==> config.mk <==
export PLATFORM = sky130hd
export DESIGN_NAME = pbsp_core
export DESIGN_NICKNAME = d
export VERILOG_FILES = /design/src/rtl/pbsp_core.v
export VERILOG_INCLUDE_DIRS = /design/src /design/src/rtl
export SDC_FILE = /design/constraint.sdc
export NUM_CORES = 1
export LEC_CHECK = 0
export CORE_AREA = 2 2 191 193
export DETAILED_ROUTE_END_ITERATION = 8
export DIE_AREA = 0 0 193 195
export DONT_BUFFER_PORTS = 1
export SYNTH_ARGS = -nofsm -noshare
export SYNTH_HDL_FRONTEND = slang
export SYNTH_SLANG_ARGS = --single-unit
==> constraint.sdc <==
create_clock -name clock -period 6.4 [get_ports clock]
set_clock_uncertainty 0.15 [all_clocks]
set_input_delay 0.64 -clock clock [delete_from_list [all_inputs] [get_ports clock]]
set_output_delay 0.64 -clock clock [all_outputs]
set_load 0.01 [all_outputs]
==> src/rtl/pbsp_defines.vh <==
// Purpose: constants for the port byte swap and parity block
// Assumes: 36-bit long words made of four 9-bit bytes
// Notes:   included by rtl/pbsp_core.v only
`ifndef PBSP_DEFINES_VH
`define PBSP_DEFINES_VH

// ************************************************************
// word layout
// ************************************************************
`define PBSP_WORD_W      36
`define PBSP_BYTE_W      9
`define PBSP_LANES       4
`define PBSP_PAR_BIT     8
`define PBSP_CTRL_W      16
`define PBSP_SYNC_W      88

// ************************************************************
// swap arrangements, code is {swap_sel_hi, swap_sel_lo}
// ************************************************************
`define PBSP_SWAP_NONE   2'h0
`define PBSP_SWAP_FULL   2'h1
`define PBSP_SWAP_HALF   2'h2
`define PBSP_SWAP_PAIR   2'h3

// ************************************************************
// port b size codes, code is {size_sel_hi, size_sel_lo}
// ************************************************************
`define PBSP_SIZE_LONG   2'h0
`define PBSP_SIZE_WORD   2'h1
`define PBSP_SIZE_BYTE   2'h2
`define PBSP_SIZE_MAIL   2'h3

// ************************************************************
// valid lane masks, bit n is lane n (lane 3 is bits 35..27)
// ************************************************************
`define PBSP_LANES_ALL   4'hf
`define PBSP_LANES_W_BE  4'hc
`define PBSP_LANES_W_LE  4'h3
`define PBSP_LANES_B_BE  4'h8
`define PBSP_LANES_B_LE  4'h1

// ************************************************************
// reset values
// ************************************************************
`define PBSP_RST_WORD    36'h0_0000_0000
`define PBSP_RST_SYNC    88'h00_0000_0000_0000_0000_0000
`define PBSP_RST_MODE    2'h0

`endif

==> src/rtl/pbsp_core.v <==
// Purpose: byte swapping on port b and parity check/generation on both ports
// Assumes: one clock for both ports; bus sizing, queue storage and mail
//          registers live outside and hand words in and out of this block
// Notes:   pins pass a two flop synchroniser before any logic reads them
`include "pbsp_defines.vh"

// Summary of operation
// swap selects sampled on new long word edge
// latched swap held for rest of long word
// mail data never byte swapped
// four swaps, whole 9-bit bytes only
// swap codes give ABCD, DCBA, CDAB, BADC
// read toward b: swap first, split later
// write from b: assemble first, swap at commit
// four 9-bit parity trees per port
// port a error low on any bad byte
// port b error only on valid lanes
// check sense follows odd/even select
// port a mail read with generate forces high
// port b mail read with generate forces high
// generate puts parity in byte top bit
// writes keep all nine bits as driven
// parity made from low eight bits
// generate between ram read and output load
// far side holds selects stable at load edge
// mail parity reuses trees, contents untouched
// without generate top bit passes unchanged
module pbsp_core (
  input  wire        clock,
  input  wire        rstn,
  // port a pins
  input  wire [35:0] porta_data_in,
  input  wire        porta_chip_sel_n,
  input  wire        porta_xfer_en,
  input  wire        porta_write_not_read,
  input  wire        porta_mail_sel,
  input  wire        porta_parity_gen_sel,
  // port b pins
  input  wire [35:0] portb_data_in,
  input  wire        portb_chip_sel_n,
  input  wire        portb_xfer_en,
  input  wire        portb_write_not_read,
  input  wire        portb_size_sel_hi,
  input  wire        portb_size_sel_lo,
  input  wire        portb_big_endian_n,
  input  wire        portb_parity_gen_sel,
  input  wire        swap_sel_hi,
  input  wire        swap_sel_lo,
  input  wire        odd_even_sel,
  // a_to_b_queue read side and a_to_b_mail_reg contents
  input  wire [35:0] ab_ram_rd_data,
  input  wire        ab_ram_rd_strobe,
  input  wire [35:0] a_to_b_mail_reg,
  // b_to_a_queue write side (assembled long word)
  input  wire [35:0] ba_assembled_word,
  input  wire        ba_word_start,
  input  wire        ba_ram_wr_strobe,
  // b_to_a_queue read side and b_to_a_mail_reg contents
  input  wire [35:0] ba_ram_rd_data,
  input  wire        ba_ram_rd_strobe,
  input  wire [35:0] b_to_a_mail_reg,
  // outputs
  output wire [35:0] portb_data_out,
  output wire [35:0] porta_data_out,
  output wire [35:0] ba_ram_wr_data,
  output wire        ba_ram_wr_valid,
  output wire        porta_parity_err_n,
  output wire        portb_parity_err_n
);

  // ************************************************************
  // helper functions
  // ************************************************************

  // only whole bytes move; bit order in a byte is never touched
  function [35:0] swap_word;
    input [35:0] w;
    input [1:0]  mode;
    reg   [8:0]  ba;
    reg   [8:0]  bb;
    reg   [8:0]  bc;
    reg   [8:0]  bd;
    begin
      ba = w[35:27];
      bb = w[26:18];
      bc = w[17:9];
      bd = w[8:0];
      case (mode)
        `PBSP_SWAP_NONE: swap_word = {ba, bb, bc, bd};
        `PBSP_SWAP_FULL: swap_word = {bd, bc, bb, ba};
        `PBSP_SWAP_HALF: swap_word = {bc, bd, ba, bb};
        `PBSP_SWAP_PAIR: swap_word = {bb, ba, bd, bc};
        default:         swap_word = w;
      endcase
    end
  endfunction

  // parity bit over the low eight bits; odd sense makes total ones odd
  function par_bit;
    input [7:0] d;
    input       odd;
    begin
      par_bit = odd ? ~(^d) : (^d);
    end
  endfunction

  // optional generation: replace or keep each byte top bit
  function [35:0] gen_word;
    input [35:0] w;
    input        gen;
    input        odd;
    integer      i;
    begin
      gen_word = w;
      for (i = 0; i < `PBSP_LANES; i = i + 1) begin
        if (gen) begin
          gen_word[i*9+8] = par_bit(w[i*9 +: 8], odd);
        end else begin
          gen_word[i*9+8] = w[i*9+8];
        end
      end
    end
  endfunction

  // ************************************************************
  // pin synchroniser
  // ************************************************************
  wire [87:0] pin_raw;
  reg  [87:0] pin_meta_ff;
  reg  [87:0] pin_sync_ff;

  assign pin_raw = {porta_data_in, portb_data_in,
                    porta_chip_sel_n, porta_xfer_en, porta_write_not_read,
                    porta_mail_sel, porta_parity_gen_sel,
                    portb_chip_sel_n, portb_xfer_en, portb_write_not_read,
                    portb_size_sel_hi, portb_size_sel_lo, portb_big_endian_n,
                    portb_parity_gen_sel, swap_sel_hi, swap_sel_lo,
                    odd_even_sel, 1'b0};

  // first stage feeds the second stage only
  always @(posedge clock or negedge rstn) begin
    if (!rstn) begin
      pin_meta_ff <= `PBSP_RST_SYNC;
      pin_sync_ff <= `PBSP_RST_SYNC;
    end else begin
      pin_meta_ff <= pin_raw;
      pin_sync_ff <= pin_meta_ff;
    end
  end

  wire [35:0] a_bus    = pin_sync_ff[87:52];
  wire [35:0] b_bus    = pin_sync_ff[51:16];
  wire        a_cs_n   = pin_sync_ff[15];
  wire        a_en     = pin_sync_ff[14];
  wire        a_wnr    = pin_sync_ff[13];
  wire        a_mail   = pin_sync_ff[12];
  wire        a_gen    = pin_sync_ff[11];
  wire        b_cs_n   = pin_sync_ff[10];
  wire        b_en     = pin_sync_ff[9];
  wire        b_wnr    = pin_sync_ff[8];
  wire [1:0]  b_size   = pin_sync_ff[7:6];
  wire        b_be_n   = pin_sync_ff[5];
  wire        b_gen    = pin_sync_ff[4];
  wire [1:0]  swap_pin = pin_sync_ff[3:2];
  wire        odd_sel  = pin_sync_ff[1];

  // ************************************************************
  // mail read decode
  // ************************************************************
  wire a_mail_rd = ~a_cs_n & a_en & ~a_wnr & a_mail;
  wire b_mail_rd = ~b_cs_n & b_en & ~b_wnr & (b_size == `PBSP_SIZE_MAIL);

  // ************************************************************
  // a_to_b_queue read path toward port b
  // ************************************************************
  reg  [1:0]  ab_mode_ff;
  reg  [35:0] ab_out_ff;
  reg  [35:0] b_mail_out_ff;
  reg         b_sel_mail_ff;
  wire [1:0]  nxt_ab_mode;

  // selects only count on the edge that fetches a new long word
  assign nxt_ab_mode = ab_ram_rd_strobe ? swap_pin : ab_mode_ff;

  always @(posedge clock or negedge rstn) begin
    if (!rstn) begin
      ab_mode_ff    <= `PBSP_RST_MODE;
      ab_out_ff     <= `PBSP_RST_WORD;
      b_mail_out_ff <= `PBSP_RST_WORD;
      b_sel_mail_ff <= 1'b0;
    end else begin
      ab_mode_ff <= nxt_ab_mode;
      if (ab_ram_rd_strobe) begin
        // swap the whole long word, sizing splits it afterwards
        // generate/odd sampled only here, on the load edge
        ab_out_ff <= gen_word(swap_word(ab_ram_rd_data, swap_pin),
                              b_gen, odd_sel);
      end
      if (b_mail_rd) begin
        // mail keeps its byte order; the stored register is only read
        b_mail_out_ff <= gen_word(a_to_b_mail_reg, b_gen, odd_sel);
      end
      b_sel_mail_ff <= b_mail_rd;
    end
  end

  assign portb_data_out = b_sel_mail_ff ? b_mail_out_ff : ab_out_ff;

  // ************************************************************
  // b_to_a_queue write path from port b
  // ************************************************************
  reg  [1:0]  ba_mode_ff;
  reg  [35:0] ba_wr_ff;
  reg         ba_wr_valid_ff;
  wire [1:0]  ba_mode_eff;

  // long word size starts and commits on one edge, so take the pins then
  assign ba_mode_eff = ba_word_start ? swap_pin : ba_mode_ff;

  always @(posedge clock or negedge rstn) begin
    if (!rstn) begin
      ba_mode_ff     <= `PBSP_RST_MODE;
      ba_wr_ff       <= `PBSP_RST_WORD;
      ba_wr_valid_ff <= 1'b0;
    end else begin
      ba_mode_ff     <= ba_mode_eff;
      ba_wr_valid_ff <= ba_ram_wr_strobe;
      if (ba_ram_wr_strobe) begin
        // assembled word swapped at commit; all nine bits stored
        ba_wr_ff <= swap_word(ba_assembled_word, ba_mode_eff);
      end
    end
  end

  assign ba_ram_wr_data  = ba_wr_ff;
  assign ba_ram_wr_valid = ba_wr_valid_ff;

  // ************************************************************
  // b_to_a_queue read path toward port a
  // ************************************************************
  reg  [35:0] ba_out_ff;
  reg  [35:0] a_mail_out_ff;
  reg         a_sel_mail_ff;

  always @(posedge clock or negedge rstn) begin
    if (!rstn) begin
      ba_out_ff     <= `PBSP_RST_WORD;
      a_mail_out_ff <= `PBSP_RST_WORD;
      a_sel_mail_ff <= 1'b0;
    end else begin
      if (ba_ram_rd_strobe) begin
        ba_out_ff <= gen_word(ba_ram_rd_data, a_gen, odd_sel);
      end
      if (a_mail_rd) begin
        a_mail_out_ff <= gen_word(b_to_a_mail_reg, a_gen, odd_sel);
      end
      a_sel_mail_ff <= a_mail_rd;
    end
  end

  assign porta_data_out = a_sel_mail_ff ? a_mail_out_ff : ba_out_ff;

  // ************************************************************
  // parity checking
  // ************************************************************
  wire [3:0] a_byte_bad;
  wire [3:0] b_byte_bad;
  reg  [3:0] b_lanes;

  genvar g;
  generate
    for (g = 0; g < `PBSP_LANES; g = g + 1) begin : g_tree
      // odd sense: a byte with an even count of ones is bad
      assign a_byte_bad[g] = odd_sel ? ~(^a_bus[g*9 +: 9]) : (^a_bus[g*9 +: 9]);
      assign b_byte_bad[g] = odd_sel ? ~(^b_bus[g*9 +: 9]) : (^b_bus[g*9 +: 9]);
    end
  endgenerate

  // unused lanes of a narrow bus are don't care
  always @* begin
    case (b_size)
      `PBSP_SIZE_LONG: b_lanes = `PBSP_LANES_ALL;
      `PBSP_SIZE_WORD: b_lanes = b_be_n ? `PBSP_LANES_W_LE : `PBSP_LANES_W_BE;
      `PBSP_SIZE_BYTE: b_lanes = b_be_n ? `PBSP_LANES_B_LE : `PBSP_LANES_B_BE;
      default:         b_lanes = `PBSP_LANES_ALL;
    endcase
  end

  reg a_err_n_ff;
  reg b_err_n_ff;

  // flags idle high from reset, so no false error before the first sample
  always @(posedge clock or negedge rstn) begin
    if (!rstn) begin
      a_err_n_ff <= 1'b1;
      b_err_n_ff <= 1'b1;
    end else begin
      // trees busy generating mail parity, so the flag is held high
      a_err_n_ff <= (a_mail_rd & a_gen) ? 1'b1 : ~(|a_byte_bad);
      b_err_n_ff <= (b_mail_rd & b_gen) ? 1'b1 : ~(|(b_byte_bad & b_lanes));
    end
  end

  assign porta_parity_err_n = a_err_n_ff;
  assign portb_parity_err_n = b_err_n_ff;

endmodule // pbsp_core

==> results_dict.tcl <==
set metrics [dict create \
    crit_path_end_kind "flip-flop" \
    synth_xor_xnor_area_share 0.111 \
    start_util 0.446 \
    core_area_um2 35400 \
    r2r_start "pin_sync_ff[2]" \
    dpl.hpwl_um 25100 \
    rows 69 \
    worstPathArrival_ns 3.26 \
    postRouteAntennaNets 0 \
    synth-simple-area-share 0.00816 \
    cp_top_family "flip-flops" \
    relSlewSlack 0.173 \
    regToRegEndpoint "ab_out_ff[35]" \
    hold_violations 359 \
    synth_mux_area_frac 0.281 \
    critPathLaunchType "flip-flop" \
    drtIter0Drc 357 \
    vias_per_cell 5.23 \
    die_y_um 195 \
    cts_setup_buffers 0 \
    io_pins 384 \
    p_per_area_nw_per_um2 318 \
    nNetsFinal 1382 \
    syn2layout_area_growth_pct 16.1 \
    rsz0062_at_grt "no" \
    rr_worst_depth 6 \
    drv_cap 0 \
    period_share 0.460 \
    dr_total_vias 8341 \
    drc 0 \
    overflow 0 \
    violations "negative hold slack" \
    drv_slew 0 \
    max_stage_delay_ns 0.99 \
    crit_buf_inv 0 \
    status "finished, violations left" \
    cts.sinks 361 \
    ys.flop_type "dfrtp_1" \
    fin_hold_ws_ns -0.354 \
    track_usage 0.194 \
    cts_buffers 39 \
    portBuffers 0 \
    grt_pass1_wl_um 55100 \
    die-width_um 193 \
    antenna_found_initial 1 \
    yosysTopAreaCellShare 0.569 \
    finalSetupViolations 0 \
    synth_compound_area_frac 0.00745 \
    cts_tree "built" \
    layout.cells.most_common "dfrtp_1" \
    final_cell_mix "356 x dfrtp_1, 236 x mux2_2, 143 x xnor2_1" \
    path_common_cell "xnor2_1" \
    cts_hold_buf 88 \
    path_clk_slew_ns 0.06 \
    synth_fa_ha_area_frac 0.00238 \
    synth_top_family_by_area "multiplexers" \
    max_slew.worst_pin.slew_ns 1.24 \
    synth_area_leaders "dfrtp_1 57%, mux2_2 17%, xnor2_1 7.9%" \
    grt_pass1_vias 9128 \
    wl_um 36500 \
    multi_input_area_um2 6530 \
    layout_min_cycle_time_ns 2.95 \
    synth_top_area_cell "dfrtp_1" \
    worstPathMaxFanout 37 \
    synth_edf_count 0 \
    synthArstFlopShare 1.00 \
    ir_drop_mv 0.209 \
    first_pass_iters 4 \
    critPathSlowestCell "dfrtp_2" \
    hold_class "input port to asynchronous set/reset pin" \
    htree_levels 2 \
    r2r_slack_ns 3.45 \
    drive_gt1_frac 0.289 \
    fill_cells 2975 \
    netlist-cell-type-count 29 \
    path_cells "mux4_1, xnor2_1, xnor3_1, xnor2_1, mux2i_1, a21oi_1" \
    setup-tns-final_ns 0 \
    syn_area_um2 15800 \
    netlist_instances 1022 \
    crit_required_ns 6.72 \
    gp_congestion 0.831 \
    die_area_um2 37600 \
    clock_latency_ns 0.55 \
    yosysWarningCount 0 \
    syn_nets 1298 \
    seq_area_um2 9040 \
    ys_ff_latch 361 \
    seq_area_frac_synth 0.572 \
    clock_path_buffers 3 \
    cts-root-buf "clkbuf_16" \
    routedWlPerCell_um 22.9 \
    leakage_uw 0.00769 \
    postSynthAreaPerCell_um2 15.4 \
    fmax_ghz 0.340 \
    post_cts_resized 0 \
    critical_path_class "flip-flop to flip-flop" \
    grt_max_degree 362 \
]
## cells by family after synthesis
| logic type | count (synthesis) |
|---|---|
| multiplexers | 362 |
| adder cells (fa/ha/maj) | 3 |
| flip-flops | 361 |
| AO/OA/AOI/OAI | 22 |
| XOR/XNOR | 189 |
| buffers and inverters | 56 |
| AND/OR/NAND/NOR | 29 |
## worst max path at each step
stage                    from  cells past startpoint                end  slack (ns)
2_1_floorplan  pin_sync_ff[3]                      9  ba_ram_wr_data[0]        4.04
3_3_place_gp   pin_sync_ff[2]                      6      ab_out_ff[35]        3.46
3_5_place_dp   pin_sync_ff[2]                      6      ab_out_ff[35]        3.45
4_1_cts        pin_sync_ff[2]                      6      ab_out_ff[35]        3.41
5_1_grt        pin_sync_ff[2]                      6      ab_out_ff[26]        3.21
6_report       pin_sync_ff[2]                      6      ab_out_ff[35]        3.45
## Yosys cell counts, types with 2 or more instances
cell type,instances
buf_4,3
clkbuf_1,22
mux2i_1,90
nor2_1,19
buf_6,3
dfrtp_1,359
mux4_2,19
buf_1,10
buf_2,11
nor4bb_1,2
xnor3_1,7
xnor2_1,143
inv_1,5
a21oi_1,16
mux4_1,17
xor2_1,38
o21ai_0,4
nand2_1,5
dfstp_2,2
ha_1,3
mux2_2,236
## registers in the layout, summed over array words and instances (netlist names), 2 cells and up
signal and cells:
a_mail_out_ff 36, ba_ram_wr_data 36, b_mail_out_ff 36, ab_out_ff 36
pin_meta_ff 87, ba_out_ff 36, ba_mode_ff 2, pin_sync_ff 87
## routing by layer
metal,vias to the layer above,share of wire,wire length [µm],global-route usage
li1,3748,-,-,-
met1,4223,0.37,13500,0.227
met2,314,0.49,18100,0.325
met3,56,0.11,4060,0.0805
met4,0,0.024,886,0.0544
met5,-,0,0,0
## through the flow
step	setup WS (ns)	instance area, µm²	total power [µW]	std cells	utilization
after floorplan	4.04	15800	3480	1022	-
after global placement	3.46	16200	3640	1438	0.458
after detailed placement	3.45	16200	3660	1438	0.458
after CTS	3.41	18300	5920	1594	0.518
after global routing	3.21	18300	6120	1594	0.518
final	3.45	18300	5830	1595	0.518
## where the power goes
part	leakage [µW]	internal, µW	switching, µW
clock	0.000613	1270	908
sequential	0.00422	2570	201
combinational	0.00285	531	351
## layout make-up
cell class	count	area share
multi-input combinational	605	0.356
clock inverter	10	0.00614
tap	461	0.0315
clock buffer	58	0.0615
sequential	361	0.493
inverter	6	0.00136
timing repair buffer	93	0.0501
antenna	1	0.000136
No activity file was read; power rests on OpenSTA's default activity.
